`src/core/accel_status_pkg.sv`:
```
// package: offsets, bit positions, mode codes and reset values of the status and flag logic
package accel_status_pkg;

   // ****************************************************************
   // register map
   // ****************************************************************
   localparam logic [7:0] OPERATING_STATUS_ADDR = 8'h08;
   localparam logic [7:0] INTERRUPT_FLAGS_ADDR = 8'h09;
   localparam logic [7:0] OPERATING_STATUS_RESET = 8'h00;
   localparam logic [7:0] INTERRUPT_FLAGS_RESET = 8'h00;

   // ****************************************************************
   // operating status fields
   // ****************************************************************
   localparam int MODE_LSB = 0;
   localparam int MODE_MSB = 2;
   localparam int NEW_DATA_BIT = 3;
   localparam int QUEUE_EMPTY_BIT = 4;
   localparam int QUEUE_FULL_BIT = 5;
   localparam int QUEUE_WATERMARK_BIT = 6;
   localparam int ANY_IRQ_PENDING_BIT = 7;

   // ****************************************************************
   // interrupt flag fields (bits 1:0 reserved, read zero)
   // ****************************************************************
   localparam int WAKE_IRQ_BIT = 2;
   localparam int SAMPLE_ACQUIRED_IRQ_BIT = 3;
   localparam int QUEUE_EMPTY_IRQ_BIT = 4;
   localparam int QUEUE_FULL_IRQ_BIT = 5;
   localparam int QUEUE_WATERMARK_IRQ_BIT = 6;
   localparam int COMBINED_ACTIVITY_IRQ_BIT = 7;
   localparam int FIRST_FLAG_BIT = 2;
   localparam logic [7:0] FLAG_IMPLEMENTED_MASK = 8'hFC;

   // ****************************************************************
   // mode codes as reported in the status field
   // ****************************************************************
   localparam logic [2:0] MODE_CODE_SLEEP = 3'h0;
   localparam logic [2:0] MODE_CODE_STANDBY = 3'h1;
   localparam logic [2:0] MODE_CODE_ACTIVITY_WATCH = 3'h2;
   localparam logic [2:0] MODE_CODE_CONTINUOUS_WAKE = 3'h5;
   localparam logic [2:0] MODE_CODE_COMBINED_WAKE = 3'h6;
   localparam logic [2:0] MODE_CODE_TRIGGERED_BURST = 3'h7;
   localparam logic [2:0] MODE_CODE_RESET = 3'h0;

   typedef enum logic [2:0] {
      M_SLEEP,
      M_STANDBY,
      M_ACTIVITY_WATCH,
      M_CONTINUOUS_WAKE,
      M_COMBINED_WAKE,
      M_TRIGGERED_BURST
   } mode_type;

   // ****************************************************************
   // counts
   // ****************************************************************
   localparam int QUEUE_DEPTH = 32;
   localparam int MODE_REPORT_STAGES = 3;
   localparam logic [7:0] BURST_CONTINUOUS = 8'h00;
   localparam logic [7:0] BURST_COUNT_RESET = 8'h00;

endpackage

```
`src/core/accel_status_interrupt_flags.sv`:
```
// module: operating status, sticky interrupt flags and mode tracking of the accelerometer
`timescale 1ns/100ps
module accel_status_interrupt_flags
   import accel_status_pkg::*;
#(
   parameter int DEPTH = QUEUE_DEPTH
) (
   input wire logic CLK,
   input wire logic SRST,
   input wire logic [7:0] REG_ADDR,
   input wire logic REG_RD,
   input wire logic REG_WR,
   output logic [7:0] REG_RDATA,
   output logic REG_RVALID,
   input wire logic IS_SPI,
   input wire logic WRITE_CLEAR_SEL,
   input wire logic REARM_ON_CLEAR,
   input wire logic [7:0] IRQ_ENABLE,
   input wire logic [4:0] QUEUE_WATERMARK_LEVEL,
   input wire logic [5:0] FIFO_COUNT,
   input wire logic [2:0] MODE_CMD,
   input wire logic MODE_CMD_WR,
   input wire logic [7:0] BURST_SAMPLE_COUNT,
   input wire logic HEARTBEAT_TICK,
   input wire logic SAMPLE_TICK,
   input wire logic SAMPLE_WRITTEN,
   input wire logic SAMPLE_READ,
   input wire logic ACTIVITY_EVENT,
   output logic SAMPLING_ENABLE,
   output logic DETECTOR_ENABLE,
   output logic QUEUE_ENABLE,
   output logic DETECTOR_RESET,
   output logic ANY_IRQ_PENDING,
   output logic [7:0] IRQ_FLAGS
);

   // ****************************************************************
   // state
   // ****************************************************************
   mode_type mode_reg;
   mode_type mode_next;
   logic [7:0] burst_left_reg;
   logic [7:0] burst_left_next;
   logic new_data_reg;
   logic [7:0] flags_reg;
   logic [7:0] flags_next;
   logic empty_armed_reg;
   logic full_armed_reg;
   logic detector_halt_reg;
   logic [7:0] rdata_reg;
   logic rvalid_reg;
   logic [2:0] reported_mode;

   // ****************************************************************
   // mode command decode
   // ****************************************************************
   logic cmd_valid;
   mode_type cmd_mode;

   // reserved command codes are ignored, the device keeps its mode
   always_comb begin
      cmd_valid = 1'b1;
      case (MODE_CMD)
         MODE_CODE_SLEEP: cmd_mode = M_SLEEP;
         MODE_CODE_STANDBY: cmd_mode = M_STANDBY;
         MODE_CODE_ACTIVITY_WATCH: cmd_mode = M_ACTIVITY_WATCH;
         MODE_CODE_CONTINUOUS_WAKE: cmd_mode = M_CONTINUOUS_WAKE;
         MODE_CODE_COMBINED_WAKE: cmd_mode = M_COMBINED_WAKE;
         MODE_CODE_TRIGGERED_BURST: cmd_mode = M_TRIGGERED_BURST;
         default: begin
            cmd_mode = M_SLEEP;
            cmd_valid = 1'b0;
         end
      endcase
   end

   // live mode to status code
   logic [2:0] live_code;

   always_comb begin
      case (mode_reg)
         M_SLEEP: live_code = MODE_CODE_SLEEP;
         M_STANDBY: live_code = MODE_CODE_STANDBY;
         M_ACTIVITY_WATCH: live_code = MODE_CODE_ACTIVITY_WATCH;
         M_CONTINUOUS_WAKE: live_code = MODE_CODE_CONTINUOUS_WAKE;
         M_COMBINED_WAKE: live_code = MODE_CODE_COMBINED_WAKE;
         M_TRIGGERED_BURST: live_code = MODE_CODE_TRIGGERED_BURST;
         default: live_code = MODE_CODE_SLEEP;
      endcase
   end

   // ****************************************************************
   // per-mode activity
   // ****************************************************************
   wire in_watch = (mode_reg == M_ACTIVITY_WATCH);
   wire in_continuous = (mode_reg == M_CONTINUOUS_WAKE);
   wire in_combined = (mode_reg == M_COMBINED_WAKE);
   wire in_burst = (mode_reg == M_TRIGGERED_BURST);

   // watch runs the detector only; continuous keeps it off; combined runs sampling, queue and, unless halted, the detector
   assign SAMPLING_ENABLE = in_continuous | in_combined | in_burst;
   assign QUEUE_ENABLE = in_continuous | in_combined | in_burst;
   assign DETECTOR_ENABLE = in_watch | (in_combined & ~detector_halt_reg);

   // qualified events; the detector's own events count only while it runs
   wire activity_seen = ACTIVITY_EVENT & DETECTOR_ENABLE;
   wire watch_to_continuous = in_watch & activity_seen;
   wire combined_activity = in_combined & activity_seen;
   wire sample_in_acq_mode = SAMPLE_TICK & (in_continuous | in_burst);
   wire burst_counted = in_burst & SAMPLE_TICK & (burst_left_reg != BURST_CONTINUOUS);
   wire burst_done = burst_counted & (burst_left_reg == 8'h01);

   // ****************************************************************
   // mode sequencing
   // ****************************************************************
   // a host command beats an automatic move arriving in the same cycle
   always_comb begin
      mode_next = mode_reg;
      burst_left_next = burst_left_reg;
      if (MODE_CMD_WR && cmd_valid) begin
         mode_next = cmd_mode;
         burst_left_next = BURST_SAMPLE_COUNT; // zero means run until commanded otherwise
      end else begin
         case (mode_reg)
            M_ACTIVITY_WATCH: begin
               if (watch_to_continuous) begin
                  mode_next = M_CONTINUOUS_WAKE;
               end
            end
            M_TRIGGERED_BURST: begin
               if (burst_counted) begin
                  burst_left_next = burst_left_reg - 8'h01;
               end
               if (burst_done) begin
                  mode_next = M_SLEEP;
               end
            end
            default: begin
               mode_next = mode_reg;
            end
         endcase
      end
   end

   always_ff @(posedge CLK) begin
      if (SRST) begin
         mode_reg <= M_SLEEP;
         burst_left_reg <= BURST_COUNT_RESET;
      end else begin
         mode_reg <= mode_next;
         burst_left_reg <= burst_left_next;
      end
   end

   // status field trails the live mode by the heartbeat pipeline
   mode_report_delay #(
      .STAGES(MODE_REPORT_STAGES),
      .WIDTH(3)
   ) u_mode_report (
      .clk(CLK),
      .srst(SRST),
      .heartbeat_tick(HEARTBEAT_TICK),
      .live_code(live_code),
      .reported_code(reported_mode)
   );

   // ****************************************************************
   // queue level conditions
   // ****************************************************************
   // counts above DEPTH are not expected from the queue; they still read as full
   wire queue_empty = (FIFO_COUNT == 6'h00);
   wire queue_full = (FIFO_COUNT >= 6'(DEPTH));
   wire queue_watermark = (FIFO_COUNT >= {1'b0, QUEUE_WATERMARK_LEVEL});

   // ****************************************************************
   // register access decode
   // ****************************************************************
   wire hit_status = (REG_ADDR == OPERATING_STATUS_ADDR);
   wire hit_flags = (REG_ADDR == INTERRUPT_FLAGS_ADDR);
   wire clear_by_write = IS_SPI | WRITE_CLEAR_SEL;

   // spi always clears by write; i2c by read unless the write option is picked
   wire clear_access = hit_flags & (clear_by_write ? REG_WR : REG_RD);

   // only what is pending now is cleared; later arrivals survive
   wire [7:0] clear_mask = clear_access ? flags_reg : 8'h00;

   // ****************************************************************
   // flag set conditions
   // ****************************************************************
   logic [7:0] set_raw;
   logic [7:0] set_vec;

   always_comb begin
      set_raw = 8'h00;
      set_raw[WAKE_IRQ_BIT] = watch_to_continuous;
      set_raw[SAMPLE_ACQUIRED_IRQ_BIT] = sample_in_acq_mode;
      set_raw[QUEUE_EMPTY_IRQ_BIT] = queue_empty & empty_armed_reg;
      set_raw[QUEUE_FULL_IRQ_BIT] = queue_full & full_armed_reg;
      set_raw[QUEUE_WATERMARK_IRQ_BIT] = queue_watermark;
      set_raw[COMBINED_ACTIVITY_IRQ_BIT] = combined_activity;
   end

   // per-flag enable gate, reserved bits never set
   genvar b;
   generate
      for (b = 0; b < 8; b++) begin : g_gate
         assign set_vec[b] = set_raw[b] & IRQ_ENABLE[b] & FLAG_IMPLEMENTED_MASK[b];
      end
   endgenerate

   // set wins over a clear landing in the same cycle
   assign flags_next = (flags_reg & ~clear_mask) | set_vec;

   always_ff @(posedge CLK) begin
      if (SRST) begin
         flags_reg <= INTERRUPT_FLAGS_RESET;
      end else begin
         flags_reg <= flags_next;
      end
   end

   // ****************************************************************
   // edge arming for the empty and full flags
   // ****************************************************************
   // armed from reset so the first empty counts; re-armed only by leaving the condition
   always_ff @(posedge CLK) begin
      if (SRST) begin
         empty_armed_reg <= 1'b1;
         full_armed_reg <= 1'b1;
      end else begin
         if (!queue_empty) begin
            empty_armed_reg <= 1'b1;
         end else if (set_vec[QUEUE_EMPTY_IRQ_BIT]) begin
            empty_armed_reg <= 1'b0;
         end
         if (!queue_full) begin
            full_armed_reg <= 1'b1;
         end else if (set_vec[QUEUE_FULL_IRQ_BIT]) begin
            full_armed_reg <= 1'b0;
         end
      end
   end

   // ****************************************************************
   // activity detector halt and rearm
   // ****************************************************************
   wire combined_flag_cleared = clear_mask[COMBINED_ACTIVITY_IRQ_BIT];
   wire rearm_now = REARM_ON_CLEAR & combined_flag_cleared;
   wire halt_on_event = combined_activity;

   // an event the running detector sees in the clearing cycle halts it despite the rearm
   always_ff @(posedge CLK) begin
      if (SRST) begin
         detector_halt_reg <= 1'b0;
      end else if (halt_on_event) begin
         detector_halt_reg <= 1'b1;
      end else if (!in_combined) begin
         detector_halt_reg <= 1'b0;
      end else if (rearm_now) begin
         detector_halt_reg <= 1'b0;
      end
   end

   // detector reset strobe in the same cycle as the flag clear
   assign DETECTOR_RESET = rearm_now;

   // ****************************************************************
   // new sample indication
   // ****************************************************************
   // independent of any enable; a new sample beats a read in the same cycle
   always_ff @(posedge CLK) begin
      if (SRST) begin
         new_data_reg <= 1'b0;
      end else if (SAMPLE_WRITTEN) begin
         new_data_reg <= 1'b1;
      end else if (SAMPLE_READ) begin
         new_data_reg <= 1'b0;
      end
   end

   // ****************************************************************
   // read data
   // ****************************************************************
   logic [7:0] status_word;

   always_comb begin
      status_word = OPERATING_STATUS_RESET;
      status_word[MODE_MSB:MODE_LSB] = reported_mode;
      status_word[NEW_DATA_BIT] = new_data_reg;
      status_word[QUEUE_EMPTY_BIT] = queue_empty;
      status_word[QUEUE_FULL_BIT] = queue_full;
      status_word[QUEUE_WATERMARK_BIT] = queue_watermark;
      status_word[ANY_IRQ_PENDING_BIT] = |flags_reg;
   end

   // unmapped addresses read zero; flag read returns the pre-clear snapshot
   wire [7:0] read_mux = hit_status ? status_word : (hit_flags ? flags_reg : 8'h00);

   always_ff @(posedge CLK) begin
      if (SRST) begin
         rdata_reg <= 8'h00;
         rvalid_reg <= 1'b0;
      end else begin
         rvalid_reg <= REG_RD;
         if (REG_RD) begin
            rdata_reg <= read_mux;
         end
      end
   end

   assign REG_RDATA = rdata_reg;
   assign REG_RVALID = rvalid_reg;
   assign ANY_IRQ_PENDING = |flags_reg;
   assign IRQ_FLAGS = flags_reg;

endmodule

```
`src/core/mode_report_delay.sv`:
```
// module: heartbeat-paced pipeline that carries the live mode code into the status field
`timescale 1ns/100ps
module mode_report_delay
   import accel_status_pkg::*;
#(
   parameter int STAGES = MODE_REPORT_STAGES,
   parameter int WIDTH = 3
) (
   input wire logic clk,
   input wire logic srst,
   input wire logic heartbeat_tick,
   input wire logic [WIDTH-1:0] live_code,
   output logic [WIDTH-1:0] reported_code
);

   logic [WIDTH-1:0] stage_reg [STAGES];

   // one stage per heartbeat edge, so the code lands within STAGES heartbeats
   genvar s;
   generate
      for (s = 0; s < STAGES; s++) begin : g_stage
         always_ff @(posedge clk) begin
            if (srst) begin
               stage_reg[s] <= WIDTH'(MODE_CODE_RESET);
            end else if (heartbeat_tick) begin
               stage_reg[s] <= (s == 0) ? live_code : stage_reg[(s == 0) ? 0 : s-1];
            end
         end
      end
   endgenerate

   assign reported_code = stage_reg[STAGES-1];

endmodule

```
`config.mk`:
```
export PLATFORM = sky130hd
export DESIGN_NAME = accel_status_interrupt_flags
export DESIGN_NICKNAME = d
export VERILOG_FILES = /design/src/core/accel_status_pkg.sv /design/src/core/accel_status_interrupt_flags.sv /design/src/core/mode_report_delay.sv
export SDC_FILE = /design/constraint.sdc
export NUM_CORES = 1
export LEC_CHECK = 0
export BUFFER_PORTS_ARGS = -buffer_cell sky130_fd_sc_hd__buf_2
export CAP_MARGIN = 20
export CORE_UTILIZATION = 45
export CTS_CLUSTER_DIAMETER = 200
export DETAILED_ROUTE_END_ITERATION = 10
export GPL_TIMING_DRIVEN = 0
export PLACE_DENSITY_LB_ADDON = 0.3
export SLEW_MARGIN = 0
export SYNTH_ARGS = -nofsm -noshare
export SYNTH_HDL_FRONTEND = slang
export SYNTH_SLANG_ARGS = --single-unit
```
`constraint.sdc`:
```
create_clock -name CLK -period 1.5 [get_ports CLK]
set_input_delay 0.075 -clock CLK [delete_from_list [all_inputs] [get_ports CLK]]
set_output_delay 0.075 -clock CLK [all_outputs]
set_load 0.03 [all_outputs]
```
* Word level (Yosys, flattened, before mapping)
Memory sizes are Yosys's and may differ from the RTL's.
Cells that the tools add are included.
** Word-level totals
- Register bits :: 32
- Bits in writable memories :: 9
- Output and inout bits :: 22
- Logic and storage cells :: 102
- Memories :: 1
** Memory list
- u_mode_report.stage_reg :: depth 3, bits a word 3, read ports 3, clocked after Yosys merged registers in 0, write ports 3, line mode_report_delay.sv:16 : logic [WIDTH-1:0] stage_reg [STAGES];
** Operators by class
- Add/subtract/negate cells :: 1
- $lt $le $gt $ge :: 2
- Equal/unequal tests :: 16
- Mux-type cells :: 27
- Bitwise gates (word level) :: 32
- Reductions and logical operators :: 14
** Operator list (number)
- 8-bit two-way mux :: 6
- 3-bit case mux with 5 select lines :: 2
- 1-bit bitwise AND :: 18
- 3-bit two-way mux :: 6
- 8-bit by 4-bit equality test with 1-bit output, second input constant :: 2
- 3-bit equality test, second input constant :: 5
- 1-bit two-way mux :: 12
- 3-bit by 2-bit equality test with 1-bit output, second input constant :: 3
- 8-bit bitwise AND :: 1
- 8-bit by 1-bit equality test with 1-bit output, second input constant :: 1
- 8-bit NOT :: 1
- 1-bit bitwise OR :: 8
- 8-bit bitwise OR :: 1
- 8-bit nonzero test :: 1
- 8-bit OR reduction :: 1
- 8-bit by 1-bit subtractor with 8-bit output, second input constant :: 1
- 3-bit by 1-bit equality test with 1-bit output, second input constant :: 2
- 6-bit by 5-bit greater-or-equal comparator with 1-bit output :: 1
- 6-bit greater-or-equal comparator, second input constant :: 1
- 6-bit logical NOT :: 1
- 3-bit by 1-bit != test with 1-bit output, second input constant :: 2
- 3-bit case mux with 2 select lines :: 1
- 2-bit nonzero test :: 3
- 6-bit OR reduction :: 1
- 8 further kinds :: 11

* Depth between registers and ports, before layout
Gate-level depths: netlist (run 1).
- Depth after elaboration :: 8
- Gate-level depth with buffers :: 7
- Gate-level depth less buffers :: 7

* By module
From an unflattened synthesis (run 1), not the netlist that was laid out.
** Unflattened totals
- Cells, all modules :: 249
- Area total of the unflattened synthesis :: 2214.6 sq um
** Modules (own cells, without submodules)
- accel_status_interrupt_flags :: times used 1, cells an instance 230, area an instance 1859.3 sq um, seq. area each 640.6 sq um
- mode_report_delay :: times used 1, cells an instance 19, area an instance 355.3 sq um, seq. area each 270.3 sq um

* Worst setup path after synthesis (run 1)
OpenSTA, ideal clock, no wires.
- Path type :: register to register
- From :: register burst_left_reg[0]
- To :: register burst_left_reg[6]
- Setup time :: 79 ps
- Arrival time :: 1563 ps
- Required time :: 1421 ps
- Path slack :: -143 ps
- Stages on the path, launching flop included :: 7
- Period minus slack after synthesis :: 1643 ps
- Cell sequence :: dfxtp_1 -> inv_1 -> ha_1 -> a2111oi_2 -> nand3_1 -> xor2_1 -> a211oi_2
** On the way
- Word-level cells in the longest chain between the ends :: 4
- Elaborated cells between the ends (all ways) :: 8
- Classes of those cells :: 1 x add/sub; 3 x mux; 1 x bitwise; 3 x reduce/logical
** RTL lines
- start: declaration :: line accel_status_interrupt_flags.sv:42 : logic [7:0] burst_left_reg;
- start signal: assignment :: line accel_status_interrupt_flags.sv:151 : burst_left_reg <= burst_left_next;
- 8-bit by 1-bit subtractor with 8-bit output or 8-bit nonzero test (tied branches) :: line accel_status_interrupt_flags.sv:132, accel_status_interrupt_flags.sv:110
- 8-bit two-way mux or 1-bit bitwise AND (tied branches) :: line accel_status_interrupt_flags.sv:131, accel_status_interrupt_flags.sv:110
- 8-bit two-way mux or 2-bit nonzero test (tied branches)
- 8-bit two-way mux or 2-bit AND reduction (tied branches)
Parallel ways exist; a longest one is shown, timed or not. The select of a mux whose other input is x is not followed.
A chain may end at the register's enable or synchronous reset.

* Worst setup path in the final report (run 1)
- From :: register burst_left_reg[6]
- To :: register burst_left_reg[6]
Same word-level chain as after synthesis.

==> flow_summary.toml, run 1 <==
[floorplanning]
fp.coreArea_um2 = 4723
std_cell_rows = 25
die_w_um = 72.06
start_util_pct = 46.75
die_area_um2 = 5192
ios = 73
die_h_um = 72.06

[synthesis]
ys_types = 51
synth_fp_nets = 310
synthMostInstantiatedCell = "nor2_1"
synth-async-reset-ratio_pct = 0
syn_area_per_cell_um2 = 8.833
seq_area_frac_synth_pct = 41.25
syn_inst = 250
yosysTopAreaCellShare_pct = 29.01
synth_top_cell_by_area = "dfxtp_1"
synthTopCellsByArea = "dfxtp_1 (29%), edfxtp_1 (12%), nor2_1 (5.8%), ha_1 (5.1%), a21oi_1 (4.1%)"
synth_common_cells = "nor2_1 (34), dfxtp_1 (32), a21oi_1 (18), nand2_1 (17), inv_1 (16)"
synth_ff_type = "dfxtp_1"
ys_ff_latch = 41
synth_edf_count = 9
synth_area_um2 = 2208
yosysWarnings = 0

[timing]
rsz0062_at_grt = "yes"
setup_viol = 8
skew_ns = 0.004340
holdWs_ns = 0.01626
worst_slew_pin_slew_ns = 0.5484
timing.final.ws_setup_ns = -0.2323
hold_viol = 0
post-route-period-util_pct = 115.5
relSlewSlack_pct = 63.44
max_freq_mhz = 577.3
period_minus_slack_ns = 1.732
maxSlewViolCount = 0

[flow_run]
max_cap_viol_count = 0

[drt]
num_vias = 2124
first_pass_iters = 4
drc = 0
wl_per_cell_um = 13.42
drt_wl_total_mm = 5.517
drtAntennaViolNets = 0
via_per_inst = 5.168
dr.first_iter.drc_count = 110

[critical_path]
critPathBufInv = 1
critical_path_class = "flip-flop to flip-flop"
reg2reg_setup_slack_ns = -0.23
cp-end-kind = "flip-flop"
startpoint_type = "flip-flop"
reg2reg_depth = 6
cp_max_fo = 5
required_ns = 1.67
path_cells = "nor4_4 > buf_4 > a2111oi_4 > nand3_1 > xor2_1 > a211oi_2"
worstPathArrival_ns = 1.90
r2r-start = "burst_left_reg[6]"
cp_slowest_cell = "dfxtp_2"
cp_top_family = "compound AO/OA/AOI/OAI gates"
regToRegEndpoint = "burst_left_reg[6]"
cp_slowest_stage_delay_ns = 0.41

[global_routing]
grt_pass1_wl_mm = 8.569
grt_pass1_vias = 1918
antenna_found_initial = 0
grt_remaining_overflow = 0
grt_max_degree = 14
grt_usage_pct = 21.57

[clock_tree]
numCtsBuffers = 5
clkLatencyLatePin_ns = 0.30
cts.sinks = 41
h-tree-depth = 2
clock-root-buffer = "clkbuf_8"
clockBufferDepth = 2
clkTransAtPathRegs_ns = 0.08
cts_tree = "yes"

[cells_and_area]
largest_reg_flops = 9
layout-drive-gt1-share_pct = 40.70
fill_cells = 394
design_area_um2 = 3029
antenna_cells = 0
syn2layout_area_growth_pct = 37.17
nets = 403

[min_path]
holdPathStages = 2
hold_class = "input port to flip-flop"
worstHoldEndpoint = "full_armed_reg"
min_from = "FIFO_COUNT[5]"

[placed_design]
gp_congestion = 0.8479
place_ws_ns = -0.1967
io_buffer_count = 69
place_hpwl_mm = 3.632
dpl_cell_area_um2 = 2688

[power_and_ir_drop]
power_per_cell_area_nw_per_um2 = 822.4
cellLeakagePower_nw = 1.343
irDropWorstVdd_mv = 0.4381

[status]
status = "finished, violations left"
failed_checks = "setup timing"
worst max path at each step:
stage | cells past startpoint | startpoint | slack (ns) | to
floorplan | 6 | mode_reg[0] | -0.02 | burst_left_reg[3]
global placement | 6 | burst_left_reg[1] | -0.16 | burst_left_reg[6]
detailed placement | 4 | burst_left_reg[4] | -0.20 | burst_left_reg[0]
CTS | 5 | mode_reg[1] | -0.09 | burst_left_reg[7]
global route | 6 | burst_left_reg[7] | -0.30 | burst_left_reg[6]
finish | 6 | burst_left_reg[6] | -0.23 | burst_left_reg[6]
metal layers:
metal | vias to the layer above | GRT usage, % | routed length, um
met3 | 9 | 5.694 | 292
met2 | 87 | 36.48 | 2667
met4 | 0 | 9.804 | 78
met5 | - | 0 | 0
met1 | 961 | 25.72 | 2479
li1 | 1067 | - | -
through the flow:
stage | cells | utilization, % | setup TNS [ns] | total power [mW]
3_5_place_dp | 386 | 56.90 | -2.669 | 1.682
4_1_cts | 408 | 62.81 | -0.3190 | 2.457
3_3_place_gp | 386 | 56.90 | -2.194 | 1.672
5_1_grt | 411 | 64.13 | -1.228 | 2.607
6_report | 411 | 64.13 | -0.5450 | 2.491
2_1_floorplan | 250 | - | -0.05346 | 1.531
cell type report:
| class | instances | area (um2) | area share (%) |
|---|---|---|---|
| flip-flops and latches | 41 | 935.9 | 30.90 |
| plain buffers | 10 | 50.05 | 1.652 |
| repair buffers | 86 | 499.2 | 16.48 |
| clock inverters | 3 | 17.52 | 0.5783 |
| well taps | 67 | 83.83 | 2.767 |
| multi-input cells | 183 | 1309 | 43.21 |
| clock buffers | 5 | 68.82 | 2.272 |
| inverters | 16 | 65.06 | 2.148 |
cell usage in the layout, fill, tap and decap left out, types with 9 or more instances in the layout:
| master | instances |
|---|---|
| buf_2 | 68 |
| nor2_1 | 33 |
| dfxtp_1 | 18 |
| a21oi_1 | 17 |
| nand2_1 | 15 |
| buf_4 | 14 |
| inv_1 | 13 |
| dfxtp_2 | 11 |
| nor2b_1 | 10 |
| and2_1 | 9 |
| edfxtp_1 | 9 |
timing repair:
item                                    CTS  global route
resized for setup                        21            13
endpoints found under the setup margin   15            14
pin swaps                                12             9
hold buffers                              1             0
buffers inserted                         13             3
hold endpoints to repair                  1             0
power by group:
group          internal [mW]  switching (mW)  total, mW  leakage (nW)
registers               1.18          0.0482       1.23         0.368
clock network          0.322           0.400      0.722        0.0455
logic                  0.253           0.288      0.541         0.930
total                   1.75           0.737       2.49          1.34
kinds of logic after synthesis:
kind of cell | share of synthesized area (%)
mux | 4.476
xor+xnor | 1.983
fa+ha+maj | 5.553
compound gates | 17.34
flops | 41.25
simple gates | 24.59
buf+inv | 4.816
No activity file was read; power rests on OpenSTA's default activity.
==> inputs of run 2 (changes only) <==
--- a/config.mk
+++ b/config.mk
@@ -7,7 +7,9 @@
 export LEC_CHECK = 0
 export BUFFER_PORTS_ARGS = -buffer_cell sky130_fd_sc_hd__buf_2
 export CAP_MARGIN = 20
-export CORE_UTILIZATION = 45
+export CELL_PAD_IN_SITES_DETAIL_PLACEMENT = 0
+export CELL_PAD_IN_SITES_GLOBAL_PLACEMENT = 1
+export CORE_UTILIZATION = 33
 export CTS_CLUSTER_DIAMETER = 200
 export DETAILED_ROUTE_END_ITERATION = 10
 export GPL_TIMING_DRIVEN = 0
==> run 2 against run 1 <==
Against the previous run: the flow finishes with violations (DRC, setup timing); fmax is 8.8% higher; critical path depth down 1; sequential cell count stayed put; core utilization shrank 16 points; wire length rose by 1.5%; critical endpoint is now burst_left_reg[7]; total power up 5.7%; global-route usage down 5.7 points; first-iteration DRC count fell by 40%; cell area increased by 1.3%; worst hold slack lost 0.0011 ns; count of clock-buffer cells in the layout up 2; clock power is 20% higher.
==> flow_summary.toml, run 2 (synthesized netlist as in run 1, its figures left out) <==
[status]
status = "finished, violations left"
failed_checks = "DRC, setup timing"

[clock_tree]
clkTransAtPathRegs_ns = 0.08
h-tree-depth = 2
clkLatencyLatePin_ns = 0.29
cts_tree = "yes"
numCtsBuffers = 5
clock-root-buffer = "clkbuf_8"
clockBufferDepth = 2
cts.sinks = 41

[cells_and_area]
antenna_cells = 0
layout_common_cells = "buf_2 (68), nor2_1 (32), dfxtp_1 (17), a21oi_1 (17), nand2_1 (15)"
largest_reg_flops = 9
syn2layout_area_growth_pct = 38.92
finalNonFillerCells = 418
post-route-util_pct = 47.77
final_common_cell = "buf_2"
nets = 400
layout-drive-gt1-share_pct = 42.23
design_area_um2 = 3068
fill_cells = 639

[floorplanning]
die_h_um = 83.81
die_area_um2 = 7023
std_cell_rows = 29
die_w_um = 83.81
fp.coreArea_um2 = 6422
start_util_pct = 34.39
ios = 73

[power_and_ir_drop]
finalPower_mw = 2.633
irDropWorstVdd_mv = 0.3238
power_per_cell_area_nw_per_um2 = 858.1
cellLeakagePower_nw = 1.338

[global_routing]
grt_max_degree = 14
grt_remaining_overflow = 0
grt_pass1_vias = 1936
grt_pass1_wl_mm = 8.956
grt_usage_pct = 15.88
antenna_found_initial = 0

[drt]
drtAntennaViolNets = 0
num_vias = 2050
drc = 20
dr.first_iter.drc_count = 66
drt_wl_total_mm = 5.602
wl_per_cell_um = 13.40
first_pass_iters = 7
via_per_inst = 4.904

[placed_design]
place_hpwl_mm = 3.922
dpl_cell_area_um2 = 2700
place_inst = 396
gp_congestion = 0.8170
io_buffer_count = 69
place_ws_ns = -0.2020

[timing]
max_freq_mhz = 628.3
setup_tns_ns = -0.1988
skew_ns = 0.006288
period_minus_slack_ns = 1.592
holdWs_ns = 0.01516
setup_viol = 6
maxSlewViolCount = 0
relSlewSlack_pct = 60.01
worst_slew_pin_slew_ns = 0.5999
timing.final.ws_setup_ns = -0.09168
hold_viol = 0
rsz0062_at_grt = "yes"
post-route-period-util_pct = 106.1

[critical_path]
cp-end-kind = "flip-flop"
cp_max_fo = 6
startpoint_type = "flip-flop"
critPathBufInv = 0
required_ns = 1.66
cp_top_family = "simple AND/OR/NAND/NOR gates"
critical_path_class = "flip-flop to flip-flop"
reg2reg_depth = 5
cp_slowest_cell = "or3_4"
crit_cells = 5
cp_slowest_stage_delay_ns = 0.43
worstPathArrival_ns = 1.75
path_cells = "nand4b_4 > or3_4 > nor3_4 > mux2i_1 > a211oi_2"

[flow_run]
max_cap_viol_count = 0

[min_path]
holdPathStages = 2
hold_class = "input port to flip-flop"
run 2: cell types whose count changed in the layout (fill, tap and decap cells not counted), sizes merged:
cell | previous run | this run
clkbuf | 12 | 14
clkinv | 3 | 0
clkinvlp | 0 | 1
buf | 88 | 85
run 2: what timing repair did:
item | 4_1_cts | 5_1_grt
setup endpoints to repair | 16 | 14
resized for setup | 18 | 23
hold endpoints to repair | 1 | 0
pin swaps | 11 | 12
setup buffers | 10 | 3
hold buffers | 1 | 0
run 2: area by class of cell:
| type | count | area [um2] | area share, % |
|---|---|---|---|
| Multi-Input combinational cell | 183 | 1330 | 43.35 |
| Sequential cell | 41 | 944.7 | 30.79 |
| Timing Repair Buffer | 83 | 469.2 | 15.29 |
| Clock buffer | 7 | 107.6 | 3.507 |
| Tap cell | 77 | 96.34 | 3.140 |
| Inverter | 16 | 62.56 | 2.039 |
| Buffer | 10 | 50.05 | 1.631 |
| Clock inverter | 1 | 7.507 | 0.2447 |
run 2: layer usage:
| metal | GRT usage [%] | vias to the layer above | part of all wire (%) |
|---|---|---|---|
| met5 | 0 | - | 0 |
| met4 | 5.643 | 0 | 1.2 |
| met3 | 3.264 | 5 | 5.5 |
| met2 | 25.41 | 65 | 45 |
| met1 | 21.17 | 919 | 49 |
| li1 | - | 1061 | - |
run 2: final timing paths:
path / startpoint / endpoint / slack, ns
worst max-delay path: mode_reg[1] / burst_left_reg[7] / -0.09
worst min-delay path: FIFO_COUNT[5] / full_armed_reg / 0.02
worst max register to register: mode_reg[1] / burst_left_reg[7] / -0.09
worst min register to register: detector_halt_reg / detector_halt_reg / 0.46
run 2: power by group:
part / leakage (nW) / internal (mW) / switching [mW]
sequential: 0.369 / 1.18 / 0.0465
combinational: 0.914 / 0.252 / 0.288
clock: 0.0556 / 0.474 / 0.394
total: 1.34 / 1.90 / 0.729
